==> src/adcorc_regs.svh <==
// Register map, field positions and timing constants for the converter back end
`ifndef ADCORC_REGS_SVH
`define ADCORC_REGS_SVH

// ----------------------------------------------------------------------------
// Register addresses (read port index)
// ----------------------------------------------------------------------------
`define ADCORC_ADDR_CURRENT_WAVE  4'h0
`define ADCORC_ADDR_VOLTAGE1_WAVE 4'h1
`define ADCORC_ADDR_VOLTAGE2_WAVE 4'h2
`define ADCORC_ADDR_OUTPUT_CRC    4'h3
`define ADCORC_ADDR_TEMP_OFFSET   4'h4
`define ADCORC_ADDR_SETUP         4'h5
`define ADCORC_ADDR_STATUS_ONE    4'h6

// ----------------------------------------------------------------------------
// Setup register fields and reset, status not-read bit
// ----------------------------------------------------------------------------
`define ADCORC_SETUP_TEMP_BIT     3
`define ADCORC_SETUP_RATE_LO      4
`define ADCORC_SETUP_RATE_HI      5
`define ADCORC_SETUP_BW_BIT       7
`define ADCORC_SETUP_RESET        8'h00
`define ADCORC_STATUS_NREAD_BIT   3

// ----------------------------------------------------------------------------
// Rates and CRC
// ----------------------------------------------------------------------------
`define ADCORC_MOD_DIV            4
`define ADCORC_BASE_DIV_LOG2      9
`define ADCORC_CRC_PRESET         16'hffff
`define ADCORC_CRC_POLY           16'h1021
`define ADCORC_CRC_STEPS          72
`define ADCORC_RESULT_MAX         24'h7fffff
`define ADCORC_RESULT_MIN         24'h800000

`endif

==> src/adcorc_pkg.sv <==
// Types shared by the converter back end
package adcorc_pkg;

    typedef struct packed {
        logic [23:0] current;
        logic [23:0] voltage1;
        logic [23:0] voltage2;
    } adcorc_results_t;

    typedef struct packed {
        logic       bandwidth_select;
        logic [1:0] output_rate_select;
        logic       temp_sense_select;
    } adcorc_setup_t;

    typedef enum logic [1:0] {
        ADCORC_CRC_IDLE = 2'b00,
        ADCORC_CRC_RUN  = 2'b01,
        ADCORC_CRC_DONE = 2'b10
    } adcorc_crc_state_t;

endpackage : adcorc_pkg

==> src/adcorc_crc16.sv <==
// Bit serial CRC-16 engine, one stream bit per clock
`timescale 1ns/10ps
`default_nettype none
`include "adcorc_regs.svh"

module adcorc_crc16 #(
    parameter int NBITS = `ADCORC_CRC_STEPS
) (
    input  wire logic             i_clk_sys,
    input  wire logic             i_rst_n,
    input  wire logic             i_start,
    input  wire logic [NBITS-1:0] i_stream,
    output logic                  o_done,
    output logic [15:0]           o_crc
);
    import adcorc_pkg::*;

    localparam logic [15:0] POLY = `ADCORC_CRC_POLY;

    adcorc_crc_state_t state_q;
    adcorc_crc_state_t state_d;
    logic [15:0]       lfsr_q;
    logic [15:0]       lfsr_d;
    logic [NBITS-1:0]  sh_q;
    logic [NBITS-1:0]  sh_d;
    logic [6:0]        step_q;
    logic [6:0]        step_d;
    logic [15:0]       crc_q;
    logic              feedback;
    logic [15:0]       lfsr_next;
    logic              last_step;

    assign feedback  = sh_q[0] ^ lfsr_q[15];
    assign last_step = (step_q == 7'(NBITS - 1));

    genvar gi;
    generate
        for (gi = 0; gi < 16; gi++)
        begin : g_tap
            if (gi == 0)
            begin : g_b0
                assign lfsr_next[gi] = feedback & POLY[gi];
            end
            else
            begin : g_bi
                assign lfsr_next[gi] = (feedback & POLY[gi]) ^ lfsr_q[gi-1];
            end
        end
    endgenerate

    always_comb
    begin
        state_d = state_q;
        lfsr_d  = lfsr_q;
        sh_d    = sh_q;
        step_d  = step_q;
        unique case (state_q)
            ADCORC_CRC_IDLE:
            begin
                if (i_start)
                begin
                    lfsr_d  = `ADCORC_CRC_PRESET;
                    sh_d    = i_stream;
                    step_d  = '0;
                    state_d = ADCORC_CRC_RUN;
                end
            end
            ADCORC_CRC_RUN:
            begin
                lfsr_d = lfsr_next;
                sh_d   = sh_q >> 1;
                step_d = step_q + 7'd1;
                if (last_step)
                    state_d = ADCORC_CRC_DONE;
            end
            ADCORC_CRC_DONE:
            begin
                state_d = ADCORC_CRC_IDLE;
            end
            default:
            begin
                state_d = ADCORC_CRC_IDLE;
            end
        endcase
    end

    always_ff @(posedge i_clk_sys or negedge i_rst_n)
    begin
        if (!i_rst_n)
        begin
            state_q <= ADCORC_CRC_IDLE;
            lfsr_q  <= `ADCORC_CRC_PRESET;
            sh_q    <= '0;
            step_q  <= '0;
            crc_q   <= '0;
        end
        else
        begin
            state_q <= state_d;
            lfsr_q  <= lfsr_d;
            sh_q    <= sh_d;
            step_q  <= step_d;
            if (state_q == ADCORC_CRC_DONE)
                crc_q <= lfsr_q;
        end
    end

    assign o_done = (state_q == ADCORC_CRC_DONE);
    assign o_crc  = crc_q;
endmodule : adcorc_crc16
`default_nettype wire

==> src/adcorc_rate_gen.sv <==
// Output cycle and modulator sample strobe generator
`timescale 1ns/10ps
`default_nettype none
`include "adcorc_regs.svh"

module adcorc_rate_gen #(
    parameter int CNT_W = 12
) (
    input  wire logic       i_clk_sys,
    input  wire logic       i_rst_n,
    input  wire logic [1:0] i_rate_sel,
    output logic            o_mod_strobe,
    output logic            o_cycle_strobe
);
    logic [CNT_W-1:0] cnt_q;
    logic [CNT_W-1:0] cnt_d;
    logic [CNT_W-1:0] last_count;
    logic [CNT_W-1:0] mod_mask;

    // Period is 512 << rate_sel input clocks
    assign last_count = CNT_W'((32'd1 << (`ADCORC_BASE_DIV_LOG2 + 32'(i_rate_sel))) - 32'd1);
    assign mod_mask   = CNT_W'(`ADCORC_MOD_DIV - 1);
    // Late rate change wraps at the next sample, keeping the beat
    assign o_cycle_strobe = (cnt_q >= last_count) && o_mod_strobe;
    assign o_mod_strobe   = ((cnt_q & mod_mask) == mod_mask);
    assign cnt_d = o_cycle_strobe ? '0 : cnt_q + CNT_W'(1);

    always_ff @(posedge i_clk_sys or negedge i_rst_n)
    begin
        if (!i_rst_n)
            cnt_q <= '0;
        else
            cnt_q <= cnt_d;
    end
endmodule : adcorc_rate_gen
`default_nettype wire

==> src/adcorc_top.sv <==
// Converter back end: output rate, result capture, result CRC, temperature mux
// Contract
// - One result set per 512, 1024, 2048 or 4096 input clocks by rate select.
// - Bandwidth select at setup bit 7, default wide, set narrows the filter.
// - Results are 24-bit two's complement, clamped to 0x800000..0x7fffff.
// - Current, voltage1, voltage2 each held in own 24-bit register per cycle.
// - CRC over the three results recomputed once per output cycle.
// - CRC stream takes each result least significant byte first, bits MSB first.
// - First stream bit is current bit 7, last is voltage2 bit 16.
// - CRC state preset to all ones before the first stream bit.
// - Polynomial x16 + x12 + x5 + 1.
// - Feedback is stream bit xor b15; bits shift up with tap xor.
// - After step 72 the state is stored as output_crc.
// - output_crc readable singly and within a burst.
// - Temp select at setup bit 3 routes temperature sensor into voltage2.
// - temp_offset is a signed 8-bit read-only trimmed offset.
// - Modulators sample at input clock divided by four.
// - Unread results in a cycle set output_not_read; status read clears it.
`timescale 1ns/10ps
`default_nettype none
`include "adcorc_regs.svh"

module adcorc_top #(
    parameter logic [7:0] TEMP_OFFSET_TRIM = 8'h00
) (
    input  wire logic                       i_clk_sys,
    input  wire logic                       i_rst_n,
    // Filter results from the decimators, one per channel
    input  wire adcorc_pkg::adcorc_results_t i_filt,
    input  wire logic [23:0]                i_temp_filt,
    // Register port: write setup, read any register
    input  wire logic                       i_reg_wr,
    input  wire logic [7:0]                 i_reg_wdata,
    input  wire logic                       i_reg_rd,
    input  wire logic [3:0]                 i_reg_addr,
    output logic [23:0]                     o_reg_rdata,
    // Analog side controls, plus cycle strobe and not-read flag
    output logic                            o_mod_strobe,
    output logic                            o_temp_sense_select,
    output logic                            o_bandwidth_select,
    output logic [1:0]                      o_output_rate_select,
    output logic                            o_cycle_strobe,
    output logic                            o_output_not_read
);
    import adcorc_pkg::*;

    // ------------------------------------------------------------------------
    // Reset release
    // ------------------------------------------------------------------------
    logic [1:0] rst_sync_q;
    logic       rst_n;

    always_ff @(posedge i_clk_sys or negedge i_rst_n)
    begin
        if (!i_rst_n)
            rst_sync_q <= 2'b00;
        else
            rst_sync_q <= {rst_sync_q[0], 1'b1};
    end
    assign rst_n = rst_sync_q[1];

    // ------------------------------------------------------------------------
    // Setup register
    // ------------------------------------------------------------------------
    logic [7:0]    setup_q;
    adcorc_setup_t setup;

    assign setup.bandwidth_select   = setup_q[`ADCORC_SETUP_BW_BIT];
    assign setup.output_rate_select = setup_q[`ADCORC_SETUP_RATE_HI:`ADCORC_SETUP_RATE_LO];
    assign setup.temp_sense_select  = setup_q[`ADCORC_SETUP_TEMP_BIT];

    logic wr_setup;
    assign wr_setup = i_reg_wr && (i_reg_addr == `ADCORC_ADDR_SETUP);

    always_ff @(posedge i_clk_sys or negedge rst_n)
    begin
        if (!rst_n)
            setup_q <= `ADCORC_SETUP_RESET;
        else if (wr_setup)
            setup_q <= i_reg_wdata;
    end

    assign o_bandwidth_select   = setup.bandwidth_select;
    assign o_output_rate_select = setup.output_rate_select;
    // Sensor settling takes 5 ms; the host waits, no gating here
    assign o_temp_sense_select  = setup.temp_sense_select;

    // ------------------------------------------------------------------------
    // Output rate and modulator strobe
    // ------------------------------------------------------------------------
    logic cycle;

    adcorc_rate_gen #(
        .CNT_W (12)
    ) u_rate (
        .i_clk_sys      (i_clk_sys),
        .i_rst_n        (rst_n),
        .i_rate_sel     (setup.output_rate_select),
        .o_mod_strobe   (o_mod_strobe),
        .o_cycle_strobe (cycle)
    );
    assign o_cycle_strobe = cycle;

    // ------------------------------------------------------------------------
    // Result capture with saturation
    // ------------------------------------------------------------------------
    function automatic logic [23:0] adcorc_clamp(input logic [23:0] v);
        // No-op for in-span codes; pins the span
        logic signed [23:0] s;
        s = signed'(v);
        if (s > signed'(`ADCORC_RESULT_MAX))
            adcorc_clamp = `ADCORC_RESULT_MAX;
        else if (s < signed'(`ADCORC_RESULT_MIN))
            adcorc_clamp = `ADCORC_RESULT_MIN;
        else
            adcorc_clamp = v;
    endfunction : adcorc_clamp

    adcorc_results_t cap_q;
    adcorc_results_t shown_q;
    logic [23:0]     ch3_src;

    assign ch3_src = setup.temp_sense_select ? i_temp_filt : i_filt.voltage2;

    // Capture at cycle edge, publish once the CRC over the same set is done
    always_ff @(posedge i_clk_sys or negedge rst_n)
    begin
        if (!rst_n)
            cap_q <= '0;
        else if (cycle)
        begin
            cap_q.current  <= adcorc_clamp(i_filt.current);
            cap_q.voltage1 <= adcorc_clamp(i_filt.voltage1);
            cap_q.voltage2 <= adcorc_clamp(ch3_src);
        end
    end

    // ------------------------------------------------------------------------
    // Result CRC
    // ------------------------------------------------------------------------
    logic [`ADCORC_CRC_STEPS-1:0] stream;
    logic                         crc_start_q;
    logic                         crc_done;
    logic [15:0]                  crc_val;

    // Stream index 0 enters first: per register bytes LSB first, bits MSB first
    genvar gb;
    generate
        for (gb = 0; gb < `ADCORC_CRC_STEPS; gb++)
        begin : g_stream
            localparam int REG  = gb / 24;
            localparam int BYTE = (gb % 24) / 8;
            localparam int BIT  = 7 - (gb % 8);
            localparam int POS  = (2 - REG) * 24 + BYTE * 8 + BIT;
            assign stream[gb] = cap_q[POS];
        end
    endgenerate

    always_ff @(posedge i_clk_sys or negedge rst_n)
    begin
        if (!rst_n)
            crc_start_q <= 1'b0;
        else
            crc_start_q <= cycle;
    end

    adcorc_crc16 #(
        .NBITS (`ADCORC_CRC_STEPS)
    ) u_crc (
        .i_clk_sys (i_clk_sys),
        .i_rst_n   (rst_n),
        .i_start   (crc_start_q),
        .i_stream  (stream),
        .o_done    (crc_done),
        .o_crc     (crc_val)
    );

    // ------------------------------------------------------------------------
    // Published results and CRC, switched in one edge
    // ------------------------------------------------------------------------
    logic [15:0] crc_shown_q;
    logic        publish_q;

    always_ff @(posedge i_clk_sys or negedge rst_n)
    begin
        if (!rst_n)
            publish_q <= 1'b0;
        else
            publish_q <= crc_done;
    end

    always_ff @(posedge i_clk_sys or negedge rst_n)
    begin
        if (!rst_n)
        begin
            shown_q     <= '0;
            crc_shown_q <= `ADCORC_CRC_PRESET;
        end
        else if (publish_q)
        begin
            shown_q     <= cap_q;
            crc_shown_q <= crc_val;
        end
    end

    // ------------------------------------------------------------------------
    // Read tracking and not-read flag
    // ------------------------------------------------------------------------
    logic [2:0] read_seen_q;
    logic [2:0] read_hit;
    logic       not_read_q;
    logic       status_rd;
    logic       missed;

    assign read_hit[0] = i_reg_rd && (i_reg_addr == `ADCORC_ADDR_CURRENT_WAVE);
    assign read_hit[1] = i_reg_rd && (i_reg_addr == `ADCORC_ADDR_VOLTAGE1_WAVE);
    assign read_hit[2] = i_reg_rd && (i_reg_addr == `ADCORC_ADDR_VOLTAGE2_WAVE);
    assign status_rd   = i_reg_rd && (i_reg_addr == `ADCORC_ADDR_STATUS_ONE);
    // Missed if any result was left unread when the next set is published
    assign missed      = publish_q && ((read_seen_q | read_hit) != 3'b111);

    always_ff @(posedge i_clk_sys or negedge rst_n)
    begin
        if (!rst_n)
            read_seen_q <= 3'b111;
        else if (publish_q)
            read_seen_q <= 3'b000;
        else
            read_seen_q <= read_seen_q | read_hit;
    end

    // Set wins over a clearing status read in the same cycle
    always_ff @(posedge i_clk_sys or negedge rst_n)
    begin
        if (!rst_n)
            not_read_q <= 1'b0;
        else if (missed)
            not_read_q <= 1'b1;
        else if (status_rd)
            not_read_q <= 1'b0;
    end
    assign o_output_not_read = not_read_q;

    // ------------------------------------------------------------------------
    // Read data
    // ------------------------------------------------------------------------
    logic [23:0] rd_mux;
    logic [7:0]  status_word;
    logic [7:0]  temp_offset;

    assign temp_offset = TEMP_OFFSET_TRIM;
    assign status_word = 8'(not_read_q) << `ADCORC_STATUS_NREAD_BIT;

    always_comb
    begin
        rd_mux = '0;
        unique case (i_reg_addr)
            `ADCORC_ADDR_CURRENT_WAVE:  rd_mux = shown_q.current;
            `ADCORC_ADDR_VOLTAGE1_WAVE: rd_mux = shown_q.voltage1;
            `ADCORC_ADDR_VOLTAGE2_WAVE: rd_mux = shown_q.voltage2;
            `ADCORC_ADDR_OUTPUT_CRC:    rd_mux = {8'h00, crc_shown_q};
            `ADCORC_ADDR_TEMP_OFFSET:   rd_mux = {16'h0000, temp_offset};
            `ADCORC_ADDR_SETUP:         rd_mux = {16'h0000, setup_q};
            `ADCORC_ADDR_STATUS_ONE:    rd_mux = {16'h0000, status_word};
            default:                    rd_mux = '0;
        endcase
    end

    always_ff @(posedge i_clk_sys or negedge rst_n)
    begin
        if (!rst_n)
            o_reg_rdata <= '0;
        else if (i_reg_rd)
            o_reg_rdata <= rd_mux;
    end
endmodule : adcorc_top
`default_nettype wire

==> config.mk <==
export PLATFORM = sky130hd
export DESIGN_NAME = adcorc_top
export DESIGN_NICKNAME = d
export VERILOG_FILES = /design/src/adcorc_pkg.sv /design/src/adcorc_crc16.sv /design/src/adcorc_rate_gen.sv /design/src/adcorc_top.sv
export VERILOG_INCLUDE_DIRS = /design/src
export SDC_FILE = /design/constraint.sdc
export NUM_CORES = 1
export LEC_CHECK = 0
export BUFFER_PORTS_ARGS = -buffer_cell sky130_fd_sc_hd__buf_4
export CAP_MARGIN = 0
export CORE_AREA = 8 8 133 196
export CTS_CLUSTER_SIZE = 8
export DETAILED_ROUTE_END_ITERATION = 10
export DIE_AREA = 0 0 141 204
export HOLD_SLACK_MARGIN = 0.12
export MAX_ROUTING_LAYER = met4
export PLACE_DENSITY = 0.94
export SLEW_MARGIN = 40
export SYNTH_ARGS = -nofsm -noshare
export SYNTH_HDL_FRONTEND = slang
export SYNTH_SLANG_ARGS = --single-unit
==> constraint.sdc <==
create_clock -name i_clk_sys -period 23 [get_ports i_clk_sys]
set_input_delay 3.45 -clock i_clk_sys [delete_from_list [all_inputs] [get_ports i_clk_sys]]
set_output_delay 3.45 -clock i_clk_sys [all_outputs]
set_load 0.005 [all_outputs]
==> impl_metrics.toml <==
[outcome]
status = "finished, final reports clean"

[final_layout]
fin_area_um2 = 17200
num_antenna_cells = 0
fillers = 1294
seq_area_um2 = 8190
syn_to_final_growth_pct = 18.1
drive_gt1_share_pct = 36.5
multi_input_area_um2 = 5930
nets = 1398

[power]
total_power_mw = 1.31
power.density_nw_per_um2 = 76.3
power_leakage_nw = 7.77
ir_drop_uv = 51.4

[die]
fp.dieH_um = 204
core_area_um2 = 23400
die_area_um2 = 28800
boundaryPins = 143
core.rowCount = 69
start_util_pct = 62.2
die_w_um = 141

[synth]
yosysSeqAreaShare_pct = 56.2
yosys.area.top_type_share_pct = 49.9
postSynth.asyncResetShare_pct = 100
synth-seq-cells = 325
synth_common_cells = "290 x dfrtp_1, 161 x mux2_2, 97 x a21oi_1, 79 x o21ai_0, 76 x nor2b_1"
synth_nets = 1280
syn-cell-area_um2 = 14500
synthTopCellsByArea = "dfrtp_1 50%, mux2_2 12%, dfstp_2 6.3%, mux2_4 4.9%, a22oi_1 3.7%"
yosysTopAreaCell = "dfrtp_1"
syn_area_per_cell_um2 = 12.5
synth_top_flop_cell = "dfrtp_1"
ys_warn_count = 0
synth_edf_count = 0
synth_cell_types = 51
postSynthCellCount = 1162
synth_most_common_cell = "dfrtp_1"

[setup_path]
crit_type = "reg -> out"
end_kind = "output port"
critPathMaxFanout = 44
slowest_delay_ns = 0.64
start_kind = "register"
cp.arrival_ns = 2.53
crit_chain = "ha_1, nand3_2, nor2_1, a221o_4, buf_4"
slowest_stage = "a221o_4"
worstPathRequired_ns = 19.55

[timing]
fin_hold_ws_ns = 0.208
hold_viol_final = 0
max_freq_mhz = 167
finClkSkew_ns = 0.0190
rsz0062_at_grt = "no"
fin_crit_ns = 5.98
relSlewSlack_pct = 41.4
setup_viol = 0
period_share_pct = 26.0
tightest_slew_ns = 0.854
tns_ns = 0
final_max_slew_viol_count = 0

[clock_tree]
h-tree-depth = 2
cts.sinks = 325
clock_latency_ns = 0.54
post_cts_buffers = 0
clock_path_buffers = 3
ctsHoldBuffers = 0
post_cts_resized = 0
cts_buffers = 46
clock-root-buffer = "clkbuf_16"
cts_tree = "yes"
clkSlewWorstSetupHoldPaths_ns = 0.05

[detailed_routing]
postRouteAntennaNets = 0
firstDrtPassIters = 5
drc_errors = 0
vias_per_cell = 6.61
first_iter_violations = 1237
via_count = 10764
wl_per_cell_um = 25.1
routed_wl_um = 40800

[placement]
dpl_cell_area_um2 = 15800
gp_congestion = 0.932
dp_hpwl_um = 23900
numPortBuffers = 142

[global_routing]
grt_max_degree = 111
overflow = 0
grt_pass1_vias = 11288
antenna_found_initial = 1
grt_pass1_wl_um = 63800
grt_usage_pct = 29.2

[job]
cap_violations = 0

[min_path]
hold_class = "reg -> async"
metrics by stage:
stage | utilization, % | instances | setup slack (ns)
final | 73.4 | 1628 | 17.02
after global routing | 73.4 | 1628 | 16.86
after CTS | 73.1 | 1626 | 17.00
after detailed placement | 67.4 | 1549 | 17.35
after global placement | 67.2 | 1547 | 17.36
after floorplan | - | 1162 | 13.33
cell type report:
class / count / share of cell area, %
clock inverters: 1 / 0.0291
well taps: 319 / 2.32
clock buffers: 76 / 7.73
flip-flops and latches: 325 / 47.7
repair buffers: 156 / 7.24
inverters: 22 / 0.481
multi-input cells: 729 / 34.5
logic make-up after synthesis:
family          after synthesis  share of synthesized area (%)
compound gates              295                           12.3
fa+ha+maj                     6                          0.516
mux                         240                           20.3
simple gates                173                           6.54
other cells                   2                         0.0516
xor+xnor                     13                          0.783
flops                       325                           56.2
buf+inv                     108                           3.34
critical path: cells and delay by family, from the launching register on:
family,cells,cell delay [ns]
compound gates,1,0.64
fa+ha+maj,1,0.33
buf+inv,1,0.23
flops,1,0.40
simple gates,2,0.40
metal layers:
metal,global-route usage [%],vias to the layer above,wire [um]
met5,-,-,0
met4,17.1,0,2290
met3,5.31,158,2980
met2,47.5,686,20900
met1,33.4,5491,14700
li1,-,4429,-
worst paths after layout:
| kind | startpoint | endpoint | slack [ns] | cells past startpoint |
|---|---|---|---|---|
| max | u_rate.cnt_q[0]$_DFF_PN0_ | o_cycle_strobe | 17.02 | 5 |
| min | rst_sync_q[1]$_DFF_PN0_ | cap_q[54]$_DFFE_PN0P_ | 0.21 | 0 |
| max reg2reg | u_rate.cnt_q[0]$_DFF_PN0_ | cap_q[47]$_DFFE_PN0P_ | 19.90 | 6 |
| min reg2reg | rst_sync_q[1]$_DFF_PN0_ | cap_q[54]$_DFFE_PN0P_ | 0.21 | 0 |
| max in group asynchronous | i_rst_n | rst_sync_q[1]$_DFF_PN0_ | 20.20 | 1 |
| min in group i_clk_sys | rst_sync_q[0]$_DFF_PN0_ | rst_sync_q[1]$_DFF_PN0_ | 0.35 | 0 |
sequential cells by signal (all words and copies together), names as in the netlist, 7 cells and up:
register	count
u_crc.sh_q	72
cap_q	72
u_crc.lfsr_q	16
setup_q	8
u_crc.step_q	7
u_rate.cnt_q	12
crc_shown_q	16
shown_q	72
u_crc.o_crc	16
o_reg_rdata	24
power by group:
part | leakage (nW) | switching (mW) | internal [mW]
combinational | 3.08 | 0.0389 | 0.0403
sequential | 4.05 | 0.0149 | 0.587
clock | 0.640 | 0.242 | 0.388
total | 7.77 | 0.296 | 1.01
cell usage in the layout (no fill, tap or decap), types with 35 or more instances in the layout:
cell type  netlist  final
a21oi_1         97     97
a22oi_1         71     71
buf_4            3    149
clkbuf_16        0     49
dfrtp_1        290    285
dfstp_2         35     35
mux2_2         161    161
mux2_4          47     47
nor2_1          44     42
nor2b_1         76     73
o21ai_0         79     79
Power figures use the tool's default switching activity.
